File: src/sba_params.svh
// Constants for the serial bus byte access engine.
// Assumes inclusion by sba_pkg.sv and the design modules only.
`ifndef SBA_PARAMS_SVH
`define SBA_PARAMS_SVH
`define SBA_OFF_DATA     8'hB0
`define SBA_OFF_INDEX    8'hB1
`define SBA_OFF_TARGET   8'hB2
`define SBA_OFF_CTRL     8'hB3
`define SBA_RST_BYTE     8'h00
`define SBA_BIT_PROT     7
`define SBA_BIT_BUSY     5
`define SBA_BIT_TEST     2
`define SBA_BIT_ERR      1
`define SBA_CLK_MHZ      125
`define SBA_SCL_KHZ      100
`define SBA_SCL_TEST_KHZ 1000
`endif

File: src/sba_pkg.sv
// Types for the serial bus byte access engine.
// Assumes sba_params.svh is on the include path.
package sba_pkg;
  // Bit-level engine states
  typedef enum logic [3:0] {
    SBA_B_IDLE  = 4'b0001,
    SBA_B_START = 4'b0010,
    SBA_B_BIT   = 4'b0100,
    SBA_B_STOP  = 4'b1000
  } sba_bit_t;
  // Bit engine commands
  typedef enum logic [1:0] {
    SBA_CMD_START = 2'h0,
    SBA_CMD_BYTE  = 2'h1,
    SBA_CMD_STOP  = 2'h2
  } sba_cmd_t;
  // Transaction states
  typedef enum logic [7:0] {
    SBA_T_IDLE  = 8'b00000001,
    SBA_T_ADDR  = 8'b00000010,
    SBA_T_INDEX = 8'b00000100,
    SBA_T_RSTA  = 8'b00001000,
    SBA_T_RADDR = 8'b00010000,
    SBA_T_DATA  = 8'b00100000,
    SBA_T_STOP  = 8'b01000000,
    SBA_T_DONE  = 8'b10000000
  } sba_txn_t;
endpackage

File: src/sba_serial_byte_access.sv
// Serial bus byte access engine: host registers and transaction sequencer.
// Assumes a byte-wide register port on clk; bus pins are open drain.
`include "sba_params.svh"
`timescale 1ns/10ps
`default_nettype none
module sba_serial_byte_access #(
  parameter int CLK_MHZ      = `SBA_CLK_MHZ,
  parameter int SCL_KHZ      = `SBA_SCL_KHZ,
  parameter int SCL_TEST_KHZ = `SBA_SCL_TEST_KHZ
) (
  // Clock and reset
  input  wire logic       clk,
  input  wire logic       reset,
  // Register port
  input  wire logic       regWrite,
  input  wire logic       regRead,
  input  wire logic [7:0] regAddr,
  input  wire logic [7:0] regWdata,
  output logic [7:0]      regRdata,
  // Two-wire bus, enable low pulls the wire low
  input  wire logic       sclIn,
  input  wire logic       sdaIn,
  output logic            sclOutEn,
  output logic            sdaOutEn
);
  // Quarter-bit divider terms
  localparam int QDIV_NORM = (CLK_MHZ * 1000) / (SCL_KHZ * 4);
  localparam int QDIV_TEST = (CLK_MHZ * 1000) / (SCL_TEST_KHZ * 4);
  // Refuse dividers the bit engine cannot run with
  if (QDIV_NORM < 2 || QDIV_NORM > 65535 || QDIV_TEST < 2 || QDIV_TEST > QDIV_NORM) begin : g_bad_div
    $error("sba_serial_byte_access: unusable serial clock divider");
  end

  function automatic logic hit(input logic [7:0] a, input logic [7:0] off);
    hit = (a == off);
  endfunction

  logic [7:0]  xferByte, next_xferByte;
  logic [7:0]  targetByteOffset, next_targetByteOffset;
  logic [7:0]  targetAddr, next_targetAddr;
  logic        shortProtocolSelect, next_shortProtocolSelect;
  logic        fastClockTest, next_fastClockTest;
  logic        requestError, next_requestError;
  logic        requestInProgress;
  logic [15:0] divCnt, next_divCnt;
  logic        tick;
  sba_pkg::sba_txn_t txn, next_txn;
  logic        cmdValid, next_cmdValid;
  sba_pkg::sba_cmd_t cmd, next_cmd;
  logic [7:0]  txByte, next_txByte;
  logic        ackOut, next_ackOut;
  logic        cmdDone, nackSeen;
  logic [7:0]  rxByte;
  logic        launch;

  assign launch            = regWrite && hit(regAddr, `SBA_OFF_TARGET) && !requestInProgress;
  assign requestInProgress = (txn != sba_pkg::SBA_T_IDLE);
  assign tick              = (divCnt == 16'h0000);

  // Serial clock divider
  always_comb begin
    if (tick) begin
      next_divCnt = fastClockTest ? 16'(QDIV_TEST - 1) : 16'(QDIV_NORM - 1);
    end else begin
      next_divCnt = divCnt - 16'h0001;
    end
  end

  // Register file
  always_comb begin
    next_xferByte            = xferByte;
    next_targetByteOffset    = targetByteOffset;
    next_targetAddr          = targetAddr;
    next_shortProtocolSelect = shortProtocolSelect;
    next_fastClockTest       = fastClockTest;
    next_requestError        = requestError;
    if (regWrite && !requestInProgress) begin
      if (hit(regAddr, `SBA_OFF_DATA))   next_xferByte = regWdata;
      if (hit(regAddr, `SBA_OFF_INDEX))  next_targetByteOffset = regWdata;
      if (hit(regAddr, `SBA_OFF_TARGET)) next_targetAddr = regWdata;
    end
    if (regWrite && hit(regAddr, `SBA_OFF_CTRL)) begin
      next_shortProtocolSelect = regWdata[`SBA_BIT_PROT];
      next_fastClockTest       = regWdata[`SBA_BIT_TEST];
      if (regWdata[`SBA_BIT_ERR]) next_requestError = 1'b0;
    end
    // Received byte replaces the data register; set wins over clear
    if (txn == sba_pkg::SBA_T_DATA && cmdDone && targetAddr[0]) begin
      next_xferByte = rxByte;
    end
    if (cmdDone && nackSeen && (txn == sba_pkg::SBA_T_ADDR || txn == sba_pkg::SBA_T_INDEX ||
        txn == sba_pkg::SBA_T_RADDR || (txn == sba_pkg::SBA_T_DATA && !targetAddr[0]))) begin
      next_requestError = 1'b1;
    end
  end

  // Transaction sequencer
  always_comb begin
    next_txn      = txn;
    next_cmdValid = 1'b0;
    next_cmd      = cmd;
    next_txByte   = txByte;
    next_ackOut   = 1'b1;
    case (txn)
      sba_pkg::SBA_T_IDLE: if (launch) begin
        next_txn      = sba_pkg::SBA_T_ADDR;
        next_cmdValid = 1'b1;
        next_cmd      = sba_pkg::SBA_CMD_START;
      end
      sba_pkg::SBA_T_ADDR: if (cmdDone) begin
        if (cmd == sba_pkg::SBA_CMD_START) begin
          next_cmdValid = 1'b1;
          next_cmd      = sba_pkg::SBA_CMD_BYTE;
          // Short protocol sends the real direction at once
          next_txByte   = {targetAddr[7:1], shortProtocolSelect & targetAddr[0]};
        end else if (nackSeen) begin
          next_txn = sba_pkg::SBA_T_STOP;
        end else if (shortProtocolSelect) begin
          next_txn = sba_pkg::SBA_T_DATA;
        end else begin
          next_txn      = sba_pkg::SBA_T_INDEX;
          next_cmdValid = 1'b1;
          next_txByte   = targetByteOffset;
        end
        if (next_txn == sba_pkg::SBA_T_DATA) begin
          next_cmdValid = 1'b1;
          // Receive releases the wire for the data bits and ends with no-ack
          next_txByte   = targetAddr[0] ? 8'hFF : xferByte;
          next_ackOut   = 1'b1;
        end
      end
      sba_pkg::SBA_T_INDEX: if (cmdDone) begin
        next_cmdValid = 1'b1;
        if (nackSeen) begin
          next_txn = sba_pkg::SBA_T_STOP;
          next_cmdValid = 1'b0;
        end else if (targetAddr[0]) begin
          next_txn = sba_pkg::SBA_T_RSTA;
          next_cmd = sba_pkg::SBA_CMD_START;
        end else begin
          next_txn    = sba_pkg::SBA_T_DATA;
          next_txByte = xferByte;
        end
      end
      sba_pkg::SBA_T_RSTA: if (cmdDone) begin
        next_txn      = sba_pkg::SBA_T_RADDR;
        next_cmdValid = 1'b1;
        next_cmd      = sba_pkg::SBA_CMD_BYTE;
        next_txByte   = {targetAddr[7:1], 1'b1};
      end
      sba_pkg::SBA_T_RADDR: if (cmdDone) begin
        if (nackSeen) begin
          next_txn = sba_pkg::SBA_T_STOP;
        end else begin
          next_txn      = sba_pkg::SBA_T_DATA;
          next_cmdValid = 1'b1;
          next_txByte   = 8'hFF;
          next_ackOut   = 1'b1;
        end
      end
      sba_pkg::SBA_T_DATA: if (cmdDone) begin
        next_txn = sba_pkg::SBA_T_STOP;
      end
      sba_pkg::SBA_T_STOP: begin
        next_txn      = sba_pkg::SBA_T_DONE;
        next_cmdValid = 1'b1;
        next_cmd      = sba_pkg::SBA_CMD_STOP;
      end
      sba_pkg::SBA_T_DONE: if (cmdDone) begin
        next_txn = sba_pkg::SBA_T_IDLE;
      end
      default: next_txn = sba_pkg::SBA_T_IDLE;
    endcase
  end

  always_ff @(posedge clk or posedge reset) begin
    if (reset) begin
      xferByte            <= `SBA_RST_BYTE;
      targetByteOffset    <= `SBA_RST_BYTE;
      targetAddr          <= `SBA_RST_BYTE;
      shortProtocolSelect <= 1'b0;
      fastClockTest       <= 1'b0;
      requestError        <= 1'b0;
      divCnt              <= 16'h0000;
      txn                 <= sba_pkg::SBA_T_IDLE;
      cmdValid            <= 1'b0;
      cmd                 <= sba_pkg::SBA_CMD_START;
      txByte              <= 8'hFF;
      ackOut              <= 1'b1;
    end else begin
      xferByte            <= next_xferByte;
      targetByteOffset    <= next_targetByteOffset;
      targetAddr          <= next_targetAddr;
      shortProtocolSelect <= next_shortProtocolSelect;
      fastClockTest       <= next_fastClockTest;
      requestError        <= next_requestError;
      divCnt              <= next_divCnt;
      txn                 <= next_txn;
      cmdValid            <= next_cmdValid;
      cmd                 <= next_cmd;
      txByte              <= next_txByte;
      ackOut              <= next_ackOut;
    end
  end

  // Read data
  always_comb begin
    regRdata = 8'h00;
    if (regRead) begin
      if (hit(regAddr, `SBA_OFF_DATA))   regRdata = xferByte;
      if (hit(regAddr, `SBA_OFF_INDEX))  regRdata = targetByteOffset;
      if (hit(regAddr, `SBA_OFF_TARGET)) regRdata = targetAddr;
      if (hit(regAddr, `SBA_OFF_CTRL)) begin
        regRdata[`SBA_BIT_PROT] = shortProtocolSelect;
        regRdata[`SBA_BIT_BUSY] = requestInProgress;
        regRdata[`SBA_BIT_TEST] = fastClockTest;
        regRdata[`SBA_BIT_ERR]  = requestError;
      end
    end
  end

  sba_bit_engine u_bit (
    .clk      (clk),
    .reset    (reset),
    .tick     (tick),
    .cmdValid (cmdValid),
    .cmd      (cmd),
    .txByte   (txByte),
    .ackOut   (ackOut),
    .cmdDone  (cmdDone),
    .rxByte   (rxByte),
    .nackSeen (nackSeen),
    .sclIn    (sclIn),
    .sdaIn    (sdaIn),
    .sclOutEn (sclOutEn),
    .sdaOutEn (sdaOutEn)
  );
endmodule
`default_nettype wire

File: src/sba_bit_engine.sv
// Bit engine: start, stop and one byte with acknowledge on the two-wire bus.
// Assumes a one-cycle quarter-bit tick from the parent; pins sampled here.
`include "sba_params.svh"
`timescale 1ns/10ps
`default_nettype none
module sba_bit_engine (
  // Clock and reset
  input  wire logic              clk,
  input  wire logic              reset,
  input  wire logic              tick,
  // Command side
  input  wire logic              cmdValid,
  input  wire sba_pkg::sba_cmd_t cmd,
  input  wire logic [7:0]        txByte,
  input  wire logic              ackOut,
  output logic                   cmdDone,
  output logic [7:0]             rxByte,
  output logic                   nackSeen,
  // Pins; enable low means the pin is pulled low
  input  wire logic              sclIn,
  input  wire logic              sdaIn,
  output logic                   sclOutEn,
  output logic                   sdaOutEn
);
  sba_pkg::sba_bit_t state, next_state;
  logic [1:0] phase, next_phase;
  logic [3:0] bitCnt, next_bitCnt;
  logic [8:0] shift, next_shift;
  logic       sclHigh, next_sclHigh, sdaHigh, next_sdaHigh;
  logic       sclMeta, sclSync, sdaMeta, sdaSync;
  logic       done, next_done;
  logic [7:0] rxReg, next_rxReg;
  logic       nack, next_nack;

  always_ff @(posedge clk or posedge reset) begin
    if (reset) begin
      sclMeta <= 1'b1;
      sclSync <= 1'b1;
      sdaMeta <= 1'b1;
      sdaSync <= 1'b1;
    end else begin
      sclMeta <= sclIn;
      sclSync <= sclMeta;
      sdaMeta <= sdaIn;
      sdaSync <= sdaMeta;
    end
  end

  always_comb begin
    next_state   = state;
    next_phase   = phase;
    next_bitCnt  = bitCnt;
    next_shift   = shift;
    next_sclHigh = sclHigh;
    next_sdaHigh = sdaHigh;
    next_done    = 1'b0;
    next_rxReg   = rxReg;
    next_nack    = nack;
    case (state)
      sba_pkg::SBA_B_IDLE: begin
        next_phase = 2'h0;
        if (cmdValid) begin
          next_bitCnt = 4'h0;
          next_shift  = {txByte, ackOut};
          case (cmd)
            sba_pkg::SBA_CMD_START: next_state = sba_pkg::SBA_B_START;
            sba_pkg::SBA_CMD_BYTE:  next_state = sba_pkg::SBA_B_BIT;
            default:                next_state = sba_pkg::SBA_B_STOP;
          endcase
        end
      end
      sba_pkg::SBA_B_START: if (tick) begin
        next_phase = phase + 2'h1;
        case (phase)
          2'h0: next_sdaHigh = 1'b1;
          2'h1: next_sclHigh = 1'b1;
          2'h2: next_sdaHigh = 1'b0;
          default: begin
            next_sclHigh = 1'b0;
            next_done    = 1'b1;
            next_state   = sba_pkg::SBA_B_IDLE;
          end
        endcase
      end
      sba_pkg::SBA_B_BIT: if (tick) begin
        // Hold the phase while the target stretches the clock
        if (!(phase == 2'h2 && !sclSync)) begin
          next_phase = phase + 2'h1;
        end
        case (phase)
          2'h0: next_sdaHigh = shift[8];
          2'h1: next_sclHigh = 1'b1;
          2'h2: if (sclSync) begin
            next_shift = {shift[7:0], sdaSync};
          end
          default: begin
            next_sclHigh = 1'b0;
            next_bitCnt  = bitCnt + 4'h1;
            if (bitCnt == 4'h8) begin
              next_rxReg = shift[8:1];
              next_nack  = shift[0];
              next_done  = 1'b1;
              next_state = sba_pkg::SBA_B_IDLE;
            end
          end
        endcase
      end
      sba_pkg::SBA_B_STOP: if (tick) begin
        next_phase = phase + 2'h1;
        case (phase)
          2'h0: next_sdaHigh = 1'b0;
          2'h1: next_sclHigh = 1'b1;
          2'h2: next_sdaHigh = 1'b1;
          default: begin
            next_done  = 1'b1;
            next_state = sba_pkg::SBA_B_IDLE;
          end
        endcase
      end
      default: next_state = sba_pkg::SBA_B_IDLE;
    endcase
  end

  always_ff @(posedge clk or posedge reset) begin
    if (reset) begin
      state   <= sba_pkg::SBA_B_IDLE;
      phase   <= 2'h0;
      bitCnt  <= 4'h0;
      shift   <= 9'h1FF;
      sclHigh <= 1'b1;
      sdaHigh <= 1'b1;
      done    <= 1'b0;
      rxReg   <= 8'h00;
      nack    <= 1'b0;
    end else begin
      state   <= next_state;
      phase   <= next_phase;
      bitCnt  <= next_bitCnt;
      shift   <= next_shift;
      sclHigh <= next_sclHigh;
      sdaHigh <= next_sdaHigh;
      done    <= next_done;
      rxReg   <= next_rxReg;
      nack    <= next_nack;
    end
  end

  assign sclOutEn = sclHigh;
  assign sdaOutEn = sdaHigh;
  assign cmdDone  = done;
  assign rxByte   = rxReg;
  assign nackSeen = nack;
endmodule
`default_nettype wire

File: config.mk
export PLATFORM = sky130hd
export DESIGN_NAME = sba_serial_byte_access
export DESIGN_NICKNAME = d
export VERILOG_FILES = /design/src/sba_pkg.sv /design/src/sba_serial_byte_access.sv /design/src/sba_bit_engine.sv
export VERILOG_INCLUDE_DIRS = /design/src
export SDC_FILE = /design/constraint.sdc
export NUM_CORES = 1
export LEC_CHECK = 0
export BUFFER_PORTS_ARGS = -buffer_cell sky130_fd_sc_hd__buf_4
export CORE_UTILIZATION = 43
export CTS_CLUSTER_DIAMETER = 60
export DETAILED_ROUTE_END_ITERATION = 10
export HOLD_SLACK_MARGIN = 0.06
export SYNTH_ARGS = -nofsm -noshare
export SYNTH_HDL_FRONTEND = slang
export SYNTH_HIERARCHICAL = 1
export SYNTH_SLANG_ARGS = --single-unit
File: constraint.sdc
create_clock -name clk -period 5.1 [get_ports clk]
set_input_delay 0.765 -clock clk [delete_from_list [all_inputs] [get_ports clk]]
set_output_delay 0.765 -clock clk [all_outputs]
set_load 0.03 [all_outputs]
; ---- After elaboration in Yosys (flattened, before gate mapping)
; Cells that the tools add are included.
[op_classes]
add_sub_neg = 3
multipliers = 0
n_div = 0
n_lt_le_gt_ge = 0
n_eq_ne = 53
shifts = 0
mux = 101
n_bitwise = 2
reduce_logical = 48
[op_table]
columns = operator, count
row1 = $mux W8, 29
row2 = $pmux W8 S8, 1
row3 = $mux W9, 5
row4 = $eq A8 B8 Y1 const B, 5
row5 = $mux W4, 9
row6 = $pmux W8 S4, 1
row7 = $ne A2 B1 Y1 const B, 14
row8 = $mux W1, 26
row9 = $ne A2 B2 Y1 const B, 13
row10 = $mux W2, 11
row11 = $mux W7, 3
row12 = $pmux W9 S2, 1
row13 = $eq A8 B6 Y1 const B, 2
row14 = $logic_not A16 Y1, 1
row15 = $mux W16, 1
row16 = $pmux W4 S2, 2
row17 = $sub A16 B1 Y16 const B, 1
row18 = $reduce_and A7 Y1, 2
row19 = $mux W6, 2
row20 = $pmux W4 S3, 1
row21 = $reduce_and A4 Y1, 3
row22 = $reduce_bool A2 Y1, 6
row23 = $logic_and A1 B1 Y1, 10
row24 = $pmux W1 S2, 5
row25 = 37 further kinds, 53
[totals]
ff_bits = 97
latchBits = 0
ramBits = 0
rom_bits = 0
input_bits = 22
output_inout_bits = 10
wordCells = 231
mem_count = 0

; ---- Depth between registers and ports, before layout
[logic_depth]
word_depth = 9
mapped_depth = 9
mapped_depth_nobuf = 8

; ---- Cells and area by module
; The synthesis kept the hierarchy.
[modules_own_cells]
columns = module, n_inst, cells_each, area_per_inst_um2, seq_area_each_um2
row1 = sba_serial_byte_access, 1, 398, 3821.2, 1562.7
row2 = sba_bit_engine, 1, 155, 1855.5, 895.9

; ---- Worst setup path before layout
; No wires, ideal clock.
[synth_path]
kind = reg-to-reg
from = reg divCnt[12]
to = reg u_bit.shift[0]
setup_ns = 0.082
arrival_ns = 2.977
required_ns = 5.018
path_slack_ns = 2.041
stages_incl_launch_ff = 10
n_path_buf = 1
period_less_slack_ns = 3.059
path_cell_list = dfrtp_1 or4_1 nor3_1 nand4b_1 inv_1 clkbuf_1 and2b_1 a41oi_1 nor3_4 mux2_2
[synth_via]
elab_chain_cells = 3
[synth_lines]
columns = element, line
row1 = "start, declared", sba_serial_byte_access.sv:45  ; logic [15:0] divCnt, next_divCnt;
row2 = "start signal, assigned", sba_serial_byte_access.sv:197  ; divCnt <= next_divCnt;
row3 = $logic_not A16 Y1, sba_serial_byte_access.sv:58  ; assign tick = (divCnt == 16'h0000);
row4 = named net tick, sba_serial_byte_access.sv:46  ; logic tick;
row5 = $ne A2 B2 Y1 (no source line), n/a
row6 = $reduce_and A5 Y1 (no source line), n/a
row7 = "end signal, assigned", sba_bit_engine.sv:139  ; shift <= next_shift;
row8 = "end, declared", sba_bit_engine.sv:28  ; logic [8:0] shift, next_shift;
; The timed path passes the listed nets, and every way through them passes these cells.
; A chain may end at the register's enable or synchronous reset.

; ---- Worst setup path in the final report
[layout_path]
from = reg divCnt[4]
to = reg u_bit.shift[6]
[layout_via]
elab_chain_cells = 3
[layout_lines]
columns = element, line
row1 = $logic_not A16 Y1, sba_serial_byte_access.sv:58
row2 = $ne A2 B2 Y1 (no source line), n/a
row3 = $reduce_and A5 Y1 (no source line), n/a
; No other way between the ends.

==> impl_metrics.env <==
export IMPL_antenna_found_initial=0
export IMPL_start_util_pct=44.6
export IMPL_cap_viol_max_count=0
export IMPL_die_h_um=117
export IMPL_setup_tns_ps=0
export IMPL_startpoint="divCnt[4]$_DFF_PP0_"
export IMPL_synthesis_area_mm2=0.00568
export IMPL_synth_edf_count=0
export IMPL_cp_start_kind="flip-flop"
export IMPL_period_share_pct=68.3
export IMPL_grt_max_degree=63
export IMPL_fin_skew_ps=4.46
export IMPL_dr_first_iter_drc_count=266
export IMPL_multi_input_area_mm2=0.00291
export IMPL_dieArea_mm2=0.0137
export IMPL_synth_seq_cells=97
export IMPL_whs_ps=356
export IMPL_cp_max_fo=18
export IMPL_avgSynthCellArea_um2=10.3
export IMPL_wirelength_um=13300
export IMPL_root_buffer="clkbuf_16"
export IMPL_dieWidth_um=117
export IMPL_fillers=1193
export IMPL_num_antenna_cells=0
export IMPL_yosys_warnings=6
export IMPL_outcome="finished clean"
export IMPL_io_buffers=31
export IMPL_syn_num_nets=583
export IMPL_viasPerCell=5.80
export IMPL_cts_buffers=9
export IMPL_total_power_w=0.00179
export IMPL_hp_class="flip-flop to flip-flop"
export IMPL_coreArea_mm2=0.0127
export IMPL_cp_slowest_stage_delay_ps=620
export IMPL_num_vias=4301
export IMPL_drive_gt1_share_pct=25.7
export IMPL_rsz0062_at_grt="no"
export IMPL_synthCells=553
export IMPL_reg2reg_depth=8
export IMPL_end_kind="flip-flop"
export IMPL_cts_htree_levels=3
export IMPL_utilization_pct=48.7
export IMPL_synth_cell_types=73
export IMPL_tightest_slew_ps=1130
export IMPL_crit_reg2reg_launch="divCnt[4]$_DFF_PP0_"
export IMPL_crit_family="simple AND/OR/NAND/NOR gates"
export IMPL_ys_seq_area_share_pct=43.3
export IMPL_drtAntennaViolNets=0
export IMPL_p_leak_nw=2.64
export IMPL_dpl_hpwl_um=9260
export IMPL_grt_use_total_pct=21.1
export IMPL_cp_data_required_time_ps=5380
export IMPL_first_pass_iters=5
export IMPL_min_period_ps=3490
export IMPL_cts_tree="built"
export IMPL_grt_overflow=0
export IMPL_cp_num_cells=8
export IMPL_fp_row_count=41
export IMPL_regArea_mm2=0.00246
export IMPL_cts_setup_buffers=0
export IMPL_powerDensity_mw_per_mm2=289
export IMPL_synth_ff_type="dfrtp_1"
export IMPL_timing_rr_end="u_bit/shift[6]$_DFFE_PP1P_"
export IMPL_ys_async_sr_fraction_pct=100
export IMPL_clockBufferDepth=2
export IMPL_holdBufCountCts=0
export IMPL_endpoint="u_bit/shift[6]$_DFFE_PP1P_"
export IMPL_drt_wirelength_per_cell_um=17.9
export IMPL_clk_pin_slew_worst_paths_ps=70
export IMPL_grt_pass1_wl_um=21900
export IMPL_cp_cell_sequence="nor4_1 -> and2_1 -> nand4b_1 -> inv_1 -> and2b_1 -> a41oi_1 -> nor3_4 -> mux2_2"
export IMPL_crit_path_top_delay_cell="nor4_1"
export IMPL_worstPathArrival_ps=3760
export IMPL_area_growth_pct=9.19
export IMPL_fmax_mhz=287
export IMPL_insertion_delay_ps=350
export IMPL_rrSetupSlack_ps=1610
export IMPL_ios=32
export IMPL_cp_buffers_inverters=1
export IMPL_hold_violations=0
export IMPL_final_nets=594
export IMPL_place_gp_congestion=0.838
export IMPL_setup_viol=0
export IMPL_grt_pass1_vias=4222
export IMPL_final_max_slew_viol_count=0
export IMPL_path_class="flip-flop to flip-flop"
export IMPL_cts_resized=0
export IMPL_drcViolationCount=0
export IMPL_max_slew_margin_pct=24.3
export IMPL_vdd_drop_max_uv=235
export IMPL_clock_sinks=97
how the worst min path moves through the flow:
stage                                       start                 endpoint  slack [ps]  depth (start not counted)
after floorplan           u_bit/sclMeta$_DFF_PP1_  u_bit/sclSync$_DFF_PP1_         350                          0
after global placement    u_bit/sclMeta$_DFF_PP1_  u_bit/sclSync$_DFF_PP1_         350                          0
after detailed placement  u_bit/sclMeta$_DFF_PP1_  u_bit/sclSync$_DFF_PP1_         350                          0
after CTS                 u_bit/sclMeta$_DFF_PP1_  u_bit/sclSync$_DFF_PP1_         360                          0
after global routing      u_bit/sdaMeta$_DFF_PP1_  u_bit/sdaSync$_DFF_PP1_         360                          0
final                     u_bit/sclMeta$_DFF_PP1_  u_bit/sclSync$_DFF_PP1_         360                          0
logic make-up (layout without fill, tap and decap cells):
group | after synthesis | count (layout) | share of synthesized area, %
AND/OR/NAND/NOR | 177 | 177 | 17.1
AO/OA/AOI/OAI | 126 | 126 | 14.9
flip-flops | 97 | 97 | 43.3
multiplexers | 70 | 70 | 14.2
buffers and inverters | 54 | 70 | 5.53
XOR/XNOR | 20 | 20 | 3.09
adder cells (fa/ha/maj) | 8 | 8 | 1.76
other | 1 | 1 | 0.0661
cell usage after synthesis, drive strengths merged, types with 3 or more instances:
master   n  area (um2)
dfrtp   72        1800
mux2    55         646
nor2    40         150
nand2   38         143
o21ai   28         140
dfstp   25         657
a21oi   24         120
inv     20        75.1
nand3   20         105
o211ai  19         143
clkbuf  17        95.1
buf     16         111
nor3    16         103
mux2i   14         140
xor2    11        96.3
xnor2    9        78.8
ha       8         100
nor2b    8        50.1
a21o     7        53.8
a22o     7        61.3
and3     7        43.8
nand2b   7        43.8
o22ai    7        43.8
nor4b    6        73.8
nor4     5        31.3
or4      5        45.0
a22oi    4        30.0
and2     4        25.0
a31oi    3        18.8
nand3b   3        22.5
nand4    3        18.8
o32ai    3        26.3
or2      3        18.8
registers in the layout, summed over array words and instances (netlist names), 2 cells and up:
| signal | flops |
|---|---|
| cmd | 2 |
| txByte | 8 |
| u_bit/bitCnt | 4 |
| u_bit/state | 4 |
| divCnt | 16 |
| u_bit/shift | 9 |
| txn | 8 |
| u_bit/phase | 2 |
| targetAddr | 8 |
| xferByte | 8 |
| u_bit/rxByte | 8 |
| targetByteOffset | 8 |
final cells by class:
cell class | count | share of cell area [%]
clock inverter | 4 | 0.444
inverter | 20 | 1.21
clock buffer | 12 | 4.14
multi-input combinational | 402 | 47.0
sequential | 97 | 39.7
tap | 172 | 3.47
timing repair buffer | 34 | 4.12
per-layer routing:
layer,wire length [um],vias up,global-route usage [%],part of all wire [%]
met3,558,24,4.84,4.2
met4,387,0,9.11,2.9
li1,-,2044,-,-
met1,5960,2139,27.1,45
met5,0,-,0,0
met2,6360,94,34.2,48
metrics by stage:
step / setup slack [ps] / std cells / cell area (um2)
after floorplan: 2040 / 553 / 5680
final: 1610 / 741 / 6200
after CTS: 1610 / 741 / 6200
after detailed placement: 1640 / 725 / 5910
after global placement: 1790 / 725 / 5910
after global routing: 1300 / 741 / 6200
worst reg2reg max path: cells and delay by family (launching register included):
family | cells | cell delay [ps]
simple gates | 5 | 1880
compound gates | 1 | 190
buf+inv | 1 | 540
flops | 1 | 410
mux | 1 | 390
report_power, final:
part | internal (W) | switching (W)
Combinational | 0.000104 | 0.000149
Clock | 0.000357 | 0.000293
Sequential | 0.000831 | 0.0000613
placed cells by master (no fill, tap or decap), types with 4 or more instances in the layout:
| cell type | synthesis | layout |
|---|---|---|
| clkbuf_16 | 0 | 9 |
| nor4_1 | 5 | 4 |
| nor2b_1 | 8 | 8 |
| and2_1 | 4 | 4 |
| o211ai_1 | 19 | 19 |
| nor2_1 | 40 | 40 |
| a22oi_1 | 4 | 4 |
| a21o_1 | 6 | 6 |
| a21oi_1 | 24 | 24 |
| dfrtp_1 | 72 | 72 |
| inv_1 | 20 | 19 |
| dfstp_2 | 25 | 25 |
| nand2_1 | 38 | 38 |
| a22o_1 | 7 | 7 |
| o21ai_0 | 28 | 28 |
| o22ai_1 | 7 | 7 |
| nor3_1 | 14 | 14 |
| and3_1 | 7 | 7 |
| mux2_4 | 7 | 7 |
| mux2_2 | 48 | 48 |
| buf_4 | 2 | 34 |
| nand3_1 | 19 | 19 |
| xnor2_1 | 9 | 9 |
| nor4b_1 | 4 | 4 |
| ha_1 | 8 | 8 |
| xor2_1 | 11 | 11 |
| mux2i_1 | 14 | 14 |
| nand2b_1 | 7 | 7 |
Note: power is estimated with default switching activity, not from simulation.
